### config.mk
export PLATFORM = sky130hd
export DESIGN_NAME = dsof_flags
export DESIGN_NICKNAME = d
export VERILOG_FILES = /design/src/rtl/dsof_pkg.sv /design/src/rtl/dsof_flags.sv
export SDC_FILE = /design/constraint.sdc
export NUM_CORES = 1
export LEC_CHECK = 0
export ABC_AREA = 1
export BUFFER_PORTS_ARGS = -buffer_cell sky130_fd_sc_hd__buf_2
export CORE_MARGIN = 3
export CORE_UTILIZATION = 35
export CTS_CLUSTER_SIZE = 10
export DETAILED_ROUTE_END_ITERATION = 16
export PLACE_DENSITY = 0.61
export RECOVER_POWER = 50
export SYNTH_ARGS = -nofsm -noshare
export SYNTH_HDL_FRONTEND = slang
export SYNTH_SLANG_ARGS = --single-unit
### constraint.sdc
create_clock -name pclk -period 1.4 [get_ports pclk]
set_input_delay 0.28 -clock pclk [delete_from_list [all_inputs] [get_ports pclk]]
set_output_delay 0.28 -clock pclk [all_outputs]
set_load 0.02 [all_outputs]
### src/rtl/dsof_pkg.sv
package dsof_pkg;

    localparam int ADDR_W = 8;
    localparam int DATA_W = 32;
    localparam int CODE_W = 6;

    // register byte offsets
    localparam logic [ADDR_W-1:0] CTRL_OFFSET = 8'h00;
    localparam logic [ADDR_W-1:0] STATUS_OFFSET = 8'h04;
    localparam logic [ADDR_W-1:0] SEL_BASE_OFFSET = 8'h10;

    // field positions and reset values
    localparam int CTRL_MODE_BIT = 0;
    localparam logic CTRL_MODE_RESET = 1'b0;
    localparam logic [CODE_W-1:0] SEL_RESET = 6'h00;

    // output selection codes
    localparam logic [CODE_W-1:0] CODE_OVERLOAD_WARNING = 6'h10;
    localparam logic [CODE_W-1:0] CODE_WARNING = 6'h11;
    localparam logic [CODE_W-1:0] CODE_COMMAND_OVERFLOW = 6'h12;
    localparam logic [CODE_W-1:0] CODE_REVERSE_SOFT_LIMIT = 6'h13;
    localparam logic [CODE_W-1:0] CODE_FORWARD_SOFT_LIMIT = 6'h14;
    localparam logic [CODE_W-1:0] CODE_COMMAND_COMPLETED = 6'h15;
    localparam logic [CODE_W-1:0] CODE_CAPTURE_COMPLETED = 6'h16;
    localparam logic [CODE_W-1:0] CODE_MOTION_COMPLETED = 6'h17;

    typedef struct packed {
        logic overload_accum_met;
        logic overload_alarm_code;
        logic rev_limit_err;
        logic fwd_limit_err;
        logic emergency_stop;
        logic comm_err;
        logic undervoltage;
        logic other_fault;
        logic cmd_overflow_det;
        logic rev_soft_limit_hit;
        logic fwd_soft_limit_hit;
        logic capture_done;
        logic in_position_flag;
    } dsof_cond_t;

    typedef struct packed {
        logic overload_warning_flag;
        logic servo_fault_flag;
        logic warning_flag;
        logic command_overflow_flag;
        logic reverse_soft_limit_flag;
        logic forward_soft_limit_flag;
        logic command_completed_flag;
        logic capture_completed_flag;
        logic motion_completed_flag;
    } dsof_flags_t;

    localparam int FLAGS_W = $bits(dsof_flags_t);
    localparam dsof_flags_t FLAGS_RESET = '0;

    typedef enum logic [1:0] {
        DSOF_CMD_IDLE = 2'b00,
        DSOF_CMD_RUN = 2'b01,
        DSOF_CMD_DONE = 2'b11
    } dsof_cmd_state_t;

endpackage : dsof_pkg

### src/rtl/dsof_flags.sv
// Our own choices: the register addresses and register access over APB.
`timescale 1ns/1ps

module dsof_flags #(
    parameter int N_DO = 4
) (
    input wire logic pclk,
    input wire logic presetn,
    input wire logic psel,
    input wire logic penable,
    input wire logic pwrite,
    input wire logic [dsof_pkg::ADDR_W-1:0] paddr,
    input wire logic [dsof_pkg::DATA_W-1:0] pwdata,
    output logic [dsof_pkg::DATA_W-1:0] prdata,
    output logic pready,
    output logic pslverr,
    input wire dsof_pkg::dsof_cond_t cond,
    input wire logic proc_cmd_start,
    input wire logic proc_cmd_end,
    output dsof_pkg::dsof_flags_t flags,
    output logic [N_DO-1:0] do_pin,
    output logic internal_procedure_mode
);
    import dsof_pkg::*;

    // refuse pin counts the routing cannot serve
    if (N_DO < 1 || N_DO > 8) begin : g_bad_n_do
        $error("N_DO must lie between 1 and 8");
    end

    function automatic logic flag_of_code(input logic [CODE_W-1:0] code, input dsof_flags_t f);
        logic v;
        v = 1'b0;
        case (code)
            CODE_OVERLOAD_WARNING: v = f.overload_warning_flag;
            CODE_WARNING: v = f.warning_flag;
            CODE_COMMAND_OVERFLOW: v = f.command_overflow_flag;
            CODE_REVERSE_SOFT_LIMIT: v = f.reverse_soft_limit_flag;
            CODE_FORWARD_SOFT_LIMIT: v = f.forward_soft_limit_flag;
            CODE_COMMAND_COMPLETED: v = f.command_completed_flag;
            CODE_CAPTURE_COMPLETED: v = f.capture_completed_flag;
            CODE_MOTION_COMPLETED: v = f.motion_completed_flag;
            default: v = 1'b0;
        endcase
        return v;
    endfunction : flag_of_code

    function automatic logic sel_hit(input logic [ADDR_W-1:0] a, input int idx);
        return a == SEL_BASE_OFFSET + ADDR_W'(4 * idx);
    endfunction : sel_hit

    // ---------------- register bus
    logic [CODE_W-1:0] sel [N_DO];
    logic [CODE_W-1:0] next_sel [N_DO];
    logic next_mode;
    logic [DATA_W-1:0] next_prdata;
    logic next_pslverr;
    logic setup;
    logic wr_access;
    logic mapped;

    assign setup = psel && !penable;
    // zero-wait slave: every access phase completes at once
    assign pready = psel && penable;
    assign wr_access = psel && penable && pwrite;

    always_comb begin
        mapped = (paddr == CTRL_OFFSET) || (paddr == STATUS_OFFSET);
        for (int i = 0; i < N_DO; i++) begin
            if (sel_hit(paddr, i)) begin
                mapped = 1'b1;
            end
        end
        next_mode = internal_procedure_mode;
        for (int i = 0; i < N_DO; i++) begin
            next_sel[i] = sel[i];
        end
        next_prdata = prdata;
        next_pslverr = pslverr;
        if (setup) begin
            next_pslverr = !mapped || (pwrite && paddr == STATUS_OFFSET);
            next_prdata = '0;
            if (!pwrite) begin
                if (paddr == CTRL_OFFSET) begin
                    next_prdata[CTRL_MODE_BIT] = internal_procedure_mode;
                end else if (paddr == STATUS_OFFSET) begin
                    next_prdata[FLAGS_W-1:0] = flags;
                end
                for (int i = 0; i < N_DO; i++) begin
                    if (sel_hit(paddr, i)) begin
                        next_prdata[CODE_W-1:0] = sel[i];
                    end
                end
            end
        end
        if (wr_access && !pslverr) begin
            if (paddr == CTRL_OFFSET) begin
                next_mode = pwdata[CTRL_MODE_BIT];
            end
            for (int i = 0; i < N_DO; i++) begin
                if (sel_hit(paddr, i)) begin
                    next_sel[i] = pwdata[CODE_W-1:0];
                end
            end
        end
    end

    always_ff @(posedge pclk or negedge presetn) begin
        if (!presetn) begin
            internal_procedure_mode <= CTRL_MODE_RESET;
            prdata <= '0;
            pslverr <= 1'b0;
            for (int i = 0; i < N_DO; i++) begin
                sel[i] <= SEL_RESET;
            end
        end else begin
            internal_procedure_mode <= next_mode;
            prdata <= next_prdata;
            pslverr <= next_pslverr;
            for (int i = 0; i < N_DO; i++) begin
                sel[i] <= next_sel[i];
            end
        end
    end

    // ---------------- command completion tracking
    dsof_cmd_state_t cmd_state;
    dsof_cmd_state_t next_cmd_state;

    always_comb begin
        next_cmd_state = cmd_state;
        case (cmd_state)
            DSOF_CMD_IDLE: begin
                if (proc_cmd_start) begin
                    next_cmd_state = DSOF_CMD_RUN;
                end
            end
            DSOF_CMD_RUN: begin
                if (proc_cmd_end && !proc_cmd_start) begin
                    next_cmd_state = DSOF_CMD_DONE;
                end
            end
            DSOF_CMD_DONE: begin
                if (proc_cmd_start) begin
                    next_cmd_state = DSOF_CMD_RUN;
                end
            end
            default: next_cmd_state = DSOF_CMD_IDLE;
        endcase
    end

    always_ff @(posedge pclk or negedge presetn) begin
        if (!presetn) begin
            cmd_state <= DSOF_CMD_IDLE;
        end else begin
            cmd_state <= next_cmd_state;
        end
    end

    // ---------------- flag generation
    dsof_flags_t next_flags;
    logic warn_src;

    assign warn_src = cond.rev_limit_err || cond.fwd_limit_err || cond.emergency_stop ||
        cond.comm_err || cond.undervoltage;

    always_comb begin
        next_flags.overload_warning_flag = cond.overload_accum_met;
        // fault sources; warning class only once warning shows
        next_flags.servo_fault_flag = cond.overload_alarm_code || cond.other_fault ||
            (warn_src && flags.warning_flag);
        next_flags.warning_flag = warn_src;
        next_flags.command_overflow_flag = cond.cmd_overflow_det;
        next_flags.reverse_soft_limit_flag = cond.rev_soft_limit_hit;
        next_flags.forward_soft_limit_flag = cond.fwd_soft_limit_hit;
        // from command state only, procedure mode
        next_flags.command_completed_flag = internal_procedure_mode &&
            (next_cmd_state == DSOF_CMD_DONE);
        next_flags.capture_completed_flag = internal_procedure_mode && cond.capture_done;
        next_flags.motion_completed_flag = next_flags.command_completed_flag &&
            cond.in_position_flag;
    end

    always_ff @(posedge pclk or negedge presetn) begin
        if (!presetn) begin
            flags <= FLAGS_RESET;
        end else begin
            flags <= next_flags;
        end
    end

    // ---------------- digital output routing
    logic [N_DO-1:0] next_do_pin;

    generate
        for (genvar g = 0; g < N_DO; g++) begin : g_do
            assign next_do_pin[g] = flag_of_code(sel[g], next_flags);
        end
    endgenerate

    always_ff @(posedge pclk or negedge presetn) begin
        if (!presetn) begin
            do_pin <= '0;
        end else begin
            do_pin <= next_do_pin;
        end
    end
endmodule : dsof_flags

==> results of run 1 <==
## cell usage after synthesis, drive strengths merged, types with 3 or more instances
cell type	instances	area [um2]
nand2	111	429
dfrtp	50	1250
inv	42	158
o21ai	40	238
nor2	39	191
nand3	30	160
buf	28	211
a21oi	6	30.0
nor3	5	25.0
a31oi	4	25.0
nand4	4	25.0
a32o	3	30.0
nor3b	3	22.5
## path summary, 6_finish.rpt
check	startpoint	slack, ns	cells past startpoint	endpoint
max in group asynchronous	presetn	0.30	3	sel[12]
min	cond[3]	0.16	1	flags[4]
max	cmd_state[1]	-0.19	10	do_pin[0]
max reg2reg	cmd_state[1]	-0.19	10	do_pin[0]
min in group asynchronous	presetn	0.65	3	sel[4]
min reg2reg	prdata[4]	0.49	2	prdata[4]
## worst reg2reg max path: cells and delay by family, from the launching register on
| kind | cells | cell delay, ns |
|---|---|---|
| and+or+nand+nor | 7 | 0.60 |
| adders and majority gates | 1 | 0.29 |
| AOI/OAI and AO/OA | 1 | 0.06 |
| buffers and inverters | 1 | 0.13 |
| DFF | 1 | 0.44 |
## logic make-up (layout without fill, tap and decap cells)
kind of cell / Yosys count / after routing / share of synthesized area [%]
AO/OA/AOI/OAI: 57 / 57 / 12.3
buffers and inverters: 73 / 137 / 13.3
other: 1 / 23 / 0.130
flip-flops: 50 / 50 / 43.5
AND/OR/NAND/NOR: 193 / 193 / 29.9
adder cells (fa/ha/maj): 2 / 2 / 0.870
## metrics by stage
| step | total power [mW] | cell area [um2] | hold WS [ns] | std cells |
|---|---|---|---|---|
| detailed placement | 1.99 | 3350 | 0.294 | 551 |
| floorplan | 1.84 | 2970 | -0.0156 | 398 |
| global route | 3.27 | 3540 | 0.151 | 564 |
| finish | 3.11 | 3540 | 0.165 | 564 |
| global placement | 1.98 | 3350 | 0.293 | 551 |
| CTS | 3.04 | 3500 | 0.135 | 561 |
## flip-flops by register name, summed over array words and instances, names as in the netlist
| register | count |
|---|---|
| internal_procedure_mode | 1 |
| do_pin | 4 |
| sel | 24 |
| prdata | 9 |
| flags | 9 |
| pslverr | 1 |
| cmd_state | 2 |
## final cells by class
type / instances / share of cell area (%)
multi-input combinational: 275 / 38.8
timing repair buffer: 86 / 14.5
clock buffer: 5 / 1.94
clock inverter: 3 / 1.24
tap: 102 / 3.60
inverter: 43 / 4.59
sequential: 50 / 35.3
## repair_timing
| item | 4_1_cts | 5_1_grt |
|---|---|---|
| pin swaps | 3 | 7 |
| buffers inserted | 1 | 3 |
| hold buffers | 1 | 0 |
| endpoints found under the hold margin | 50 | 0 |
| gates resized for setup | 2 | 12 |
| setup endpoints to repair | 5 | 8 |
## where the power goes
| group | total [mW] | switching, mW | internal, mW |
|---|---|---|---|
| Combinational | 0.571 | 0.355 | 0.216 |
| Sequential | 1.51 | 0.0315 | 1.48 |
| Clock | 1.03 | 0.491 | 0.536 |
## layer usage
metal	vias up	global-route usage (%)	part of all wire, %
met2	111	25.4	47
met4	0	5.83	1.9
met3	15	3.75	6.6
li1	1333	-	-
met1	1229	20.8	45
met5	-	0	0
==> results.md, run 1 <==
- The run finished, with violations left.
- The checks that failed: setup timing.
- The routed design could run at a clock period as short as 1.59 ns.
- Of all flip-flops after synthesis, the portion carrying an async set or reset was 100%.
- Setup repair after global routing could not meet its margin everywhere.
- The number of global-route vias before repair is 2,568.
- Cells fill 45.2% of the core in the end.
- The synthesized netlist occupies a cell area of 2880 um2.
- The area growth from synthesis to layout is 23.3%.
- In this run the count of I/O pins placed on the die edge is 108.
- The nature of the critical path endpoint is a flop.
- The maximum level of the CTS H-tree is 2.
- The path type of the worst min-delay path is input pin to flop.
- The first detailed-routing pass took 5 iterations.
- After detailed routing, the average wire length per cell comes to 13.1 um.
- The power density of the placed cells is 876 nW/um2.
- The final layout net count is 523.
- The max-slew violation count is 0.
- The largest stage delay on the critical path is 0.44 ns.
- The largest buffer count on any clock path is 2.
- The CTS tree is yes.
- The number of antenna violations at the first check in global routing was 0.
- The site row count is 32.
- The floorplan step defined a die boundary enclosing 9340 um2.
- The post-detailed-routing wire length is 7.39 mm.
- The kind of cell adding the most delay to the critical path is simple AND/OR/NAND/NOR gates.
- Entering global routing, the biggest net connects 51 pins.
- The maximum resistive drop on vdd is 0.403 mV.
- The die is 96.6 um tall.
- Across the whole layout, storage elements account for 1250 um2.
- The main flop type after synthesis is dfrtp_1.
- The routed layout has 2,688 vias.
- For this run, the number of Yosys warnings is 0.
- The minimum setup slack after placement is -0.189 ns.
- The most common cell after layout, fill and taps aside is nand2_1.
- The number of diodes is 0.
- In the finished design, the share of the clock period the worst path needs comes to 114%.
- The final routed DRC violation total is 0.
- The number of endpoints with negative hold slack in the final report is 0.
- The multi-input logic area is 1380 um2.
- Global routing used 15.8% of the available tracks across all layers.
- The sink count of the clock tree is 50.
- The HPWL after detailed placement is 5.73 mm.
- The remaining number of nets flagged by the antenna check after routing is 0.
- Counting stages on the worst path, the most repeated cell is nand2_1.
- The initial core utilization is 36.6%.
- The cell at the root of the clock tree is clkbuf_8.
- Clock tree synthesis inserted a total of 5 buffers.
- In this run the horizontal extent of the chip is 96.6 um.
- The worst setup path is of the flop to flop kind.
- The final worst setup slack is -0.191 ns.
- The wire length of the first global-routing pass is 12.2 mm.
- The worst pin sits at a relative slew slack of 54.4%.
- At the worst endpoint, the arrival time is 1.83 ns.
- Synthesis produced a netlist whose cell count is 376.
- The share of cells above drive strength 1 is 26.6%.
- In the layout the commonest cells are nand2_1, buf_2, dfrtp_1, inv_1, nor2_1.
- The number of vias per cell is 4.77.
- The maximum operating frequency is 629 MHz.
- Between clock sinks in the finished design, the worst skew comes to 0.00422 ns.
- The maximum fanout encountered on the critical timing path is 3.
- The global placement routability congestion is 0.850.
- The count of unique library cells instantiated by Yosys is 31.
- Setup total negative slack on the finished layout was measured at -0.889 ns.
- The number of fill cells in the layout is 801.
- The number of synthesized flops with an enable pin is 0.
- The master of the slowest instance on the critical path is dfrtp_1.
- Sequential elements use 43.5% of the synthesized area.
- The critical path required time is 1.64 ns.
- After clock tree synthesis, the clock-pin slew on the worst setup and hold paths is 0.09 ns.
- Counting flops and latches in the post-synthesis netlist gives 50.
- The average instance in the mapped netlist occupies 7.65 um2.
- Buffers placed on the I/O ports in this run total 58.
- The category of the worst setup path launch point is a flop.
- The critical path goes through ha_4, o21ai_2, nand2_1, nand3_2, nor2_4, buf_12, nand2_1, nand2_1, nor2_1, nor2_1.
- The total global routing overflow is 0.
- The number of maximum-capacitance constraint violations is 0.
- The source-to-sink clock delay at the later pin of the worst-skew pair is 0.30 ns.
- The static leakage is 1.89 nW.
- The number of buffer and inverter instances along the worst setup path is 1.
- The iteration-0 DRC count of the detailed router is 268.
- The core region area is 7850 um2.
- Setup violations remaining at the end of the flow were counted as 5.
- At the pin with the least slew margin, the transition time is 0.683 ns.
Power figures use the tool's default switching activity.
==> run 2, diff against run 1 <==
==> constraint.sdc (replaced) <==
create_clock -name pclk -period 1.37 [get_ports pclk]
set_input_delay 0.411 -clock pclk [delete_from_list [all_inputs] [get_ports pclk]]
set_output_delay 0.411 -clock pclk [all_outputs]
set_load 0.02 [all_outputs]
==> run 2 against run 1 <==
Net effect: critical endpoint is now do_pin[2]; design area is 2.6% higher; utilization is 1.2 points higher; routed wire length is 1.6% higher; the run still ends with setup timing left; worst hold slack better by 0.14 ns; register-to-register slack worse by 0.02 ns.
==> results.md, run 2 (same netlist as run 1, synthesis figures left out) <==
- After clock tree synthesis, the clock-pin slew on the worst setup and hold paths is 0.09 ns.
- The total global routing overflow is 0.
- Along the worst hold path, the cell count comes to 1.
- The critical path arrival is 1.81 ns.
- The total clock buffers created by CTS is 5.
- The final critical path time including I/O delays and setup is 1.58 ns.
- The global placement routability congestion is 0.821.
- For this block, the initial DRC count from the detailed router was 262.
- The root buffer cell chosen for the clock tree is clkbuf_8.
- The most common cell after layout, fill and taps aside is nand2_1.
- The power density of the placed cells is 890 nW/um2.
- Once detail routing completed, the nets flagged for antenna violations numbered 0.
- The flow ran to the end, but the final reports show violations.
- Row generation in the floorplan step produced 32 rows.
- The total routing resource utilization after global routing is 15.9%.
- The post-detailed-routing wire length is 7.51 mm.
- Summing over every cut layer, the via total after detailed routing is 2,703.
- Setup violations remaining at the end of the flow were counted as 5.
- The maximum resistive drop on vdd is 0.371 mV.
- Setup repair after global routing could not meet its margin everywhere.
- From bottom edge to top edge, the die measures 96.6 um.
- The number of global-route vias before repair is 2,548.
- The number of placed instances, taps included is 559.
- The headroom to the max-slew limit is 25.5%.
- At the pin with the least slew margin, the transition time is 1.12 ns.
- The worst setup path is launched from a flop.
- The finished layout holds 570 standard cells, fillers aside.
- After layout, the worst setup slack is -0.209 ns.
- The largest buffer count on any clock path is 2.
- The post-layout total power is 3.24 mW.
- The number of endpoints with negative hold slack in the final report is 0.
- After legalization and detailed placement, the total HPWL measured 5.79 mm.
- The number of maximum-capacitance constraint violations is 0.
- TritonCTS built the clock tree.
- 108 I/O pins were placed.
- The relative area change from synthesis to final layout is 26.5%.
- The die covers 9340 um2.
- For the worst flop-to-flop path, the logic depth is 10.
- The max-slew violation count is 0.
- In this run the static leakage power is 1.93 nW.
- The share of cells above drive strength 1 is 29.5%.
- The largest registers in the layout are sel (24), flags (9), prdata (9).
- Leaving out fill and tap cells, the most frequent cells in the layout are nand2_1, buf_2, dfrtp_1, inv_1, nor2_1.
- The number of antenna violations at the first check in global routing was 0.
- The die is 96.6 um wide.
- Prior to clock tree synthesis, the placed netlist has a worst setup slack of -0.285 ns.
- The critical path is of the flop to flop type.
- The post-detailed-route wirelength per cell is 13.2 um.
- After detailed routing, the number of remaining DRC violations is 0.
- The count of input and output buffers is 58.
- The first global-routing pass estimated 12.3 mm of wire.
- Once layout is complete, the utilization of the core stands at 46.3%.
- The path type of the worst min-delay path is input pin to flop.
- The sink count of the clock tree is 50.
- Of all nets on the critical path, the largest fanout is 5.
- The maximum operating frequency is 633 MHz.
- Of the available clock period, the critical path in the final layout requires 115%.
- The core region area is 7850 um2.
- The initial core utilization is 36.6%.
- The worst setup path is captured at a flop.
- The number of vias per cell is 4.74.
- Between clock sinks in the finished design, the worst skew comes to 0.00854 ns.
- The maximum level of the CTS H-tree is 2.
- Entering global routing, the biggest net connects 51 pins.
- The checks that failed: setup timing.
- The critical path required time is 1.60 ns.
- The final layout net count is 529.
- The register with the most flip-flops in the layout has 24 of them.
- The source-to-sink clock delay at the later pin of the worst-skew pair is 0.31 ns.
- More flip-flops sit in one register than any other, and that register is sel.
- 0 antenna diodes ended up in the layout.
- The first detailed-routing pass took 5 iterations.
run 2: timing repair:
action	in CTS	in global routing
gates resized for setup	5	26
buffers inserted	1	2
pin swaps	6	9
endpoints found under the setup margin	6	22
hold buffers	0	0
run 2: area by class of cell:
cell class,count,area (um2)
Clock inverter,1,30.0
Fill cell,818,4210
Inverter,43,164
Tap cell,102,128
Clock buffer,7,76.3
Multi-Input combinational cell,275,1430
Timing Repair Buffer,92,558
Sequential cell,50,1250
run 2: worst max-delay path, cell delays in order (launching register included):
cell	delay, ns
dfrtp_1	0.43
ha_4	0.30
o21ai_4	0.06
nand2_1	0.08
nand3_2	0.08
nor2_4	0.17
buf_12	0.13
nand2_2	0.04
nand2_1	0.06
nor2_1	0.04
nor2_1	0.11
run 2: report_power, final:
| part | switching (mW) | total (mW) | internal, mW | leakage [nW] |
|---|---|---|---|---|
| Sequential | 0.0261 | 1.53 | 1.51 | 0.670 |
| Clock | 0.499 | 1.05 | 0.547 | 0.0524 |
| Combinational | 0.396 | 0.656 | 0.260 | 1.20 |
| Total | 0.921 | 3.24 | 2.32 | 1.93 |
run 2: per-stage QoR:
step | cell area, um2 | hold WS (ns) | TNS (ns)
detailed placement | 3420 | 0.426 | -6.70
global placement | 3420 | 0.425 | -6.10
global route | 3640 | 0.290 | -1.24
floorplan | 2970 | 0.115 | -0.0582
CTS | 3560 | 0.0929 | -0.744
finish | 3640 | 0.300 | -0.931
run 2: path summary, 6_finish.rpt:
kind                         startpoint        end  slack [ns]
max                        cmd_state[1]  do_pin[2]       -0.21
min                             cond[2]   flags[3]        0.30
max reg2reg                cmd_state[1]  do_pin[2]       -0.21
min reg2reg                   prdata[5]  prdata[5]        0.49
max in group asynchronous       presetn    sel[17]        0.28
min in group asynchronous       presetn     sel[4]        0.41
run 2: layer usage:
layer	track usage (%)	routed length (um)	up-vias
met3	3.32	554	12
li1	-	-	1342
met1	21.5	3360	1216
met4	3.78	111	0
met2	26.0	3490	133
met5	0	0	-
==> run 3, diff against run 2 <==
SKIP_CTS_REPAIR_TIMING = 1   (was not set)
==> run 3 against run 2 <==
Net effect: the flow still finishes with violations (setup timing); first-iteration DRC count fell by 15%; fmax decreased by 0.50%; utilization is essentially flat; highest routed layer unchanged; register-to-register slack is essentially flat; worst hold slack about the same; clock skew about the same; count of clock-buffer cells in the layout stayed put; clock power about the same; largest cell class unchanged; die area did not move; flip-flop and latch count did not move.
==> results.md, run 3 (same netlist as run 1, synthesis figures left out) <==
- The post-detailed-routing wire length is 7.58 mm.
- For the final routed database, the setup TNS stands at -0.935 ns.
- The final reports fail on setup timing.
- The internal power of the cells totals 2.28 mW.
- Counting cells, the worst reg-to-reg path comes to 11.
- The minimum setup slack after placement is -0.285 ns.
- The clock-pin slew on the worst setup and hold paths is 0.09 ns.
- The repair_antennas step left the layout with diodes totalling 0.
- The headroom to the max-slew limit is 25.4%.
- At the pin with the least slew margin, the transition time is 1.12 ns.
- For the finished layout, the period the worst path requires is 1.59 ns.
- The iteration-0 DRC count of the detailed router is 224.
- The relative area change from synthesis to final layout is 26.6%.
- Leaving out fill and tap cells, the most frequent cells in the layout are nand2_1, buf_2, dfrtp_1, inv_1, nor2_1.
- The sequential group share of total power is 47.9%.
- At the worst endpoint, the arrival time is 1.82 ns.
- The final worst setup slack is -0.217 ns.
- In the final layout, the share of cells above drive strength 1 is 29.6%.
- The clock drives 50 sinks.
- Among cell families on the critical path, the largest total delay comes from simple AND/OR/NAND/NOR gates.
- The number of maximum-capacitance constraint violations is 0.
- The count of input and output buffers is 58.
- The CTS tree is yes.
- The pin count of the biggest net entering global routing is 51.
- The HPWL after detailed placement is 5.79 mm.
- The site row count is 32.
- The number of antenna violations at the first check in global routing is 0.
- The final standard cell area without fillers is 3640 um2.
- Walking the worst path, the cells encountered are inv_2, ha_4, nand3_2, nand2_2, nand3_4, nor2_4, buf_12, nand2_2, nand2_1, nor2_1, nor2_1.
- Net switching is 28.7% of the power.
- The flip-flop count of the largest register after layout is 24.
- The number of global-route vias before repair is 2,540.
- The largest stage delay on the critical path is 0.44 ns.
- The worst setup path is captured at a flop.
- Along the worst hold path, the cell count comes to 1.
- STA classifies the critical path startpoint as a flop.
- The total global routing overflow is 0.
- The H-tree generated during clock tree synthesis spans 2 levels.
- The register with the most flip-flops in the final layout is sel.
- In this run the horizontal extent of the chip is 96.6 um.
- Global routing consumed, over all layers together, 15.7% of the routing resources.
- The clock passes through at most 2 buffers.
- The post-detailed-route wirelength per cell is 13.3 um.
- The run finished, with violations left.
- The routed layout has 2,723 vias.
- The minimum setup slack among reg-to-reg paths is -0.22 ns.
- After detailed routing, the number of remaining DRC violations is 0.
- The analysis attributes to net switching a power of 919 uW.
- The overall die height is 96.6 um.
- The largest registers in the layout are sel (24), flags (9), prdata (9).
- The number of fill cells in the layout is 813.
- Setup repair after global routing could not meet its margin everywhere.
- The post-route worst hold slack is 0.299 ns.
- The clock network is responsible for 32.7% of the overall power.
- The floorplan step defined a die boundary enclosing 9340 um2.
- Static timing analysis puts the maximum clock frequency at 630 MHz.
- Per report_power, the combinational group accounts for 19.4% of the total.
- The critical path class is flop to flop.
- The count of pins on the block boundary is 108.
- Using the TritonRoute via totals, the vias-per-cell ratio works out to 4.79.
- The cell depth of the worst setup path is 11.
- For this design, the slowest cell found on the critical path is dfrtp_1.
- The total cell area at the placement stage is 3420 um2.
- At the later pin of the worst-skew pair, clock insertion delay measures 0.31 ns.
- The setup violation total in the final timing report is 6.
- The final setup skew is 0.00861 ns.
- The core region area is 7850 um2.
- The first global-routing pass estimated 12.2 mm of wire.
- The initial core utilization is 36.6%.
- In this run the power density over the cells is 880 nW/um2.
- The number of buffers and inverters on the critical path is 2.
- The static leakage is 1.93 nW.
- The detail route stage leaves a number of antenna-violating nets equal to 0.
- The maximum resistive drop on vdd is 0.371 mV.
- The most common cell after layout, fill and taps aside is nand2_1.
- The max-slew violation count is 0.
- The global placement routability congestion is 0.821.
- Along the worst path, the maximum fanout reaches 5.
- The number of endpoints with negative hold slack in the final report is 0.
- Before antenna repair, the detailed router went through 5 iterations.
- The final clock period utilization by the worst path is 116%.
- At the worst endpoint, the required time is 1.60 ns.
- The post-layout total power is 3.20 mW.
- The final layout contains 528 nets.
- The total clock buffers created by CTS is 5.
- The cell at the root of the clock tree is clkbuf_8.
- The path class of the tightest hold or removal check is input pin to flop.
==> run 3: stage by stage <==
| step | cells | util, % |
|---|---|---|
| detailed placement | 559 | 43.6 |
| CTS | 567 | 45.0 |
| global route | 569 | 46.4 |
| finish | 569 | 46.4 |
| floorplan | 398 | - |
| global placement | 559 | 43.6 |
==> run 3: final timing paths <==
check                             startpoint   endpoint
min in group asynchronous            presetn     sel[4]
worst min-delay path                 cond[2]   flags[3]
worst max register to register  cmd_state[1]  do_pin[2]
worst min register to register     prdata[5]  prdata[5]
max in group asynchronous            presetn    sel[17]
worst max-delay path            cmd_state[1]  do_pin[2]
==> run 3: power by group through the flow <==
stage | combinational (mW) | sequential (mW) | clock (mW)
floorplan | 0.317 | 1.57 | 0
global route | 0.700 | 1.54 | 1.11
finish | 0.622 | 1.53 | 1.05
global placement | 0.475 | 1.56 | 0
detailed placement | 0.493 | 1.56 | 0
CTS | 0.495 | 1.53 | 1.06
==> run 3: layout make-up <==
class	instances	area [um2]	share of cell area, %
multi-input combinational	275	1440	39.5
sequential	50	1250	34.4
timing repair buffer	91	554	15.2
inverter	43	164	4.50
tap	102	128	3.51
clock buffer	7	76.3	2.10
clock inverter	1	30.0	0.825
==> run 3: worst reg2reg max path: stages (launching register included) <==
cell and delay (ns):
dfrtp_1 0.44, inv_2 0.11, ha_4 0.14, nand3_2 0.07, nand2_2 0.09, nand3_4 0.09
nor2_4 0.17, buf_12 0.13, nand2_2 0.04, nand2_1 0.06, nor2_1 0.04, nor2_1 0.13
==> run 3: routing by layer <==
layer	global-route usage [%]	share of wire, %	vias up
li1	-	-	1341
met5	0	0	-
met2	25.5	46	134
met4	3.78	2.5	0
met1	21.6	44	1226
met3	3.32	7.5	22
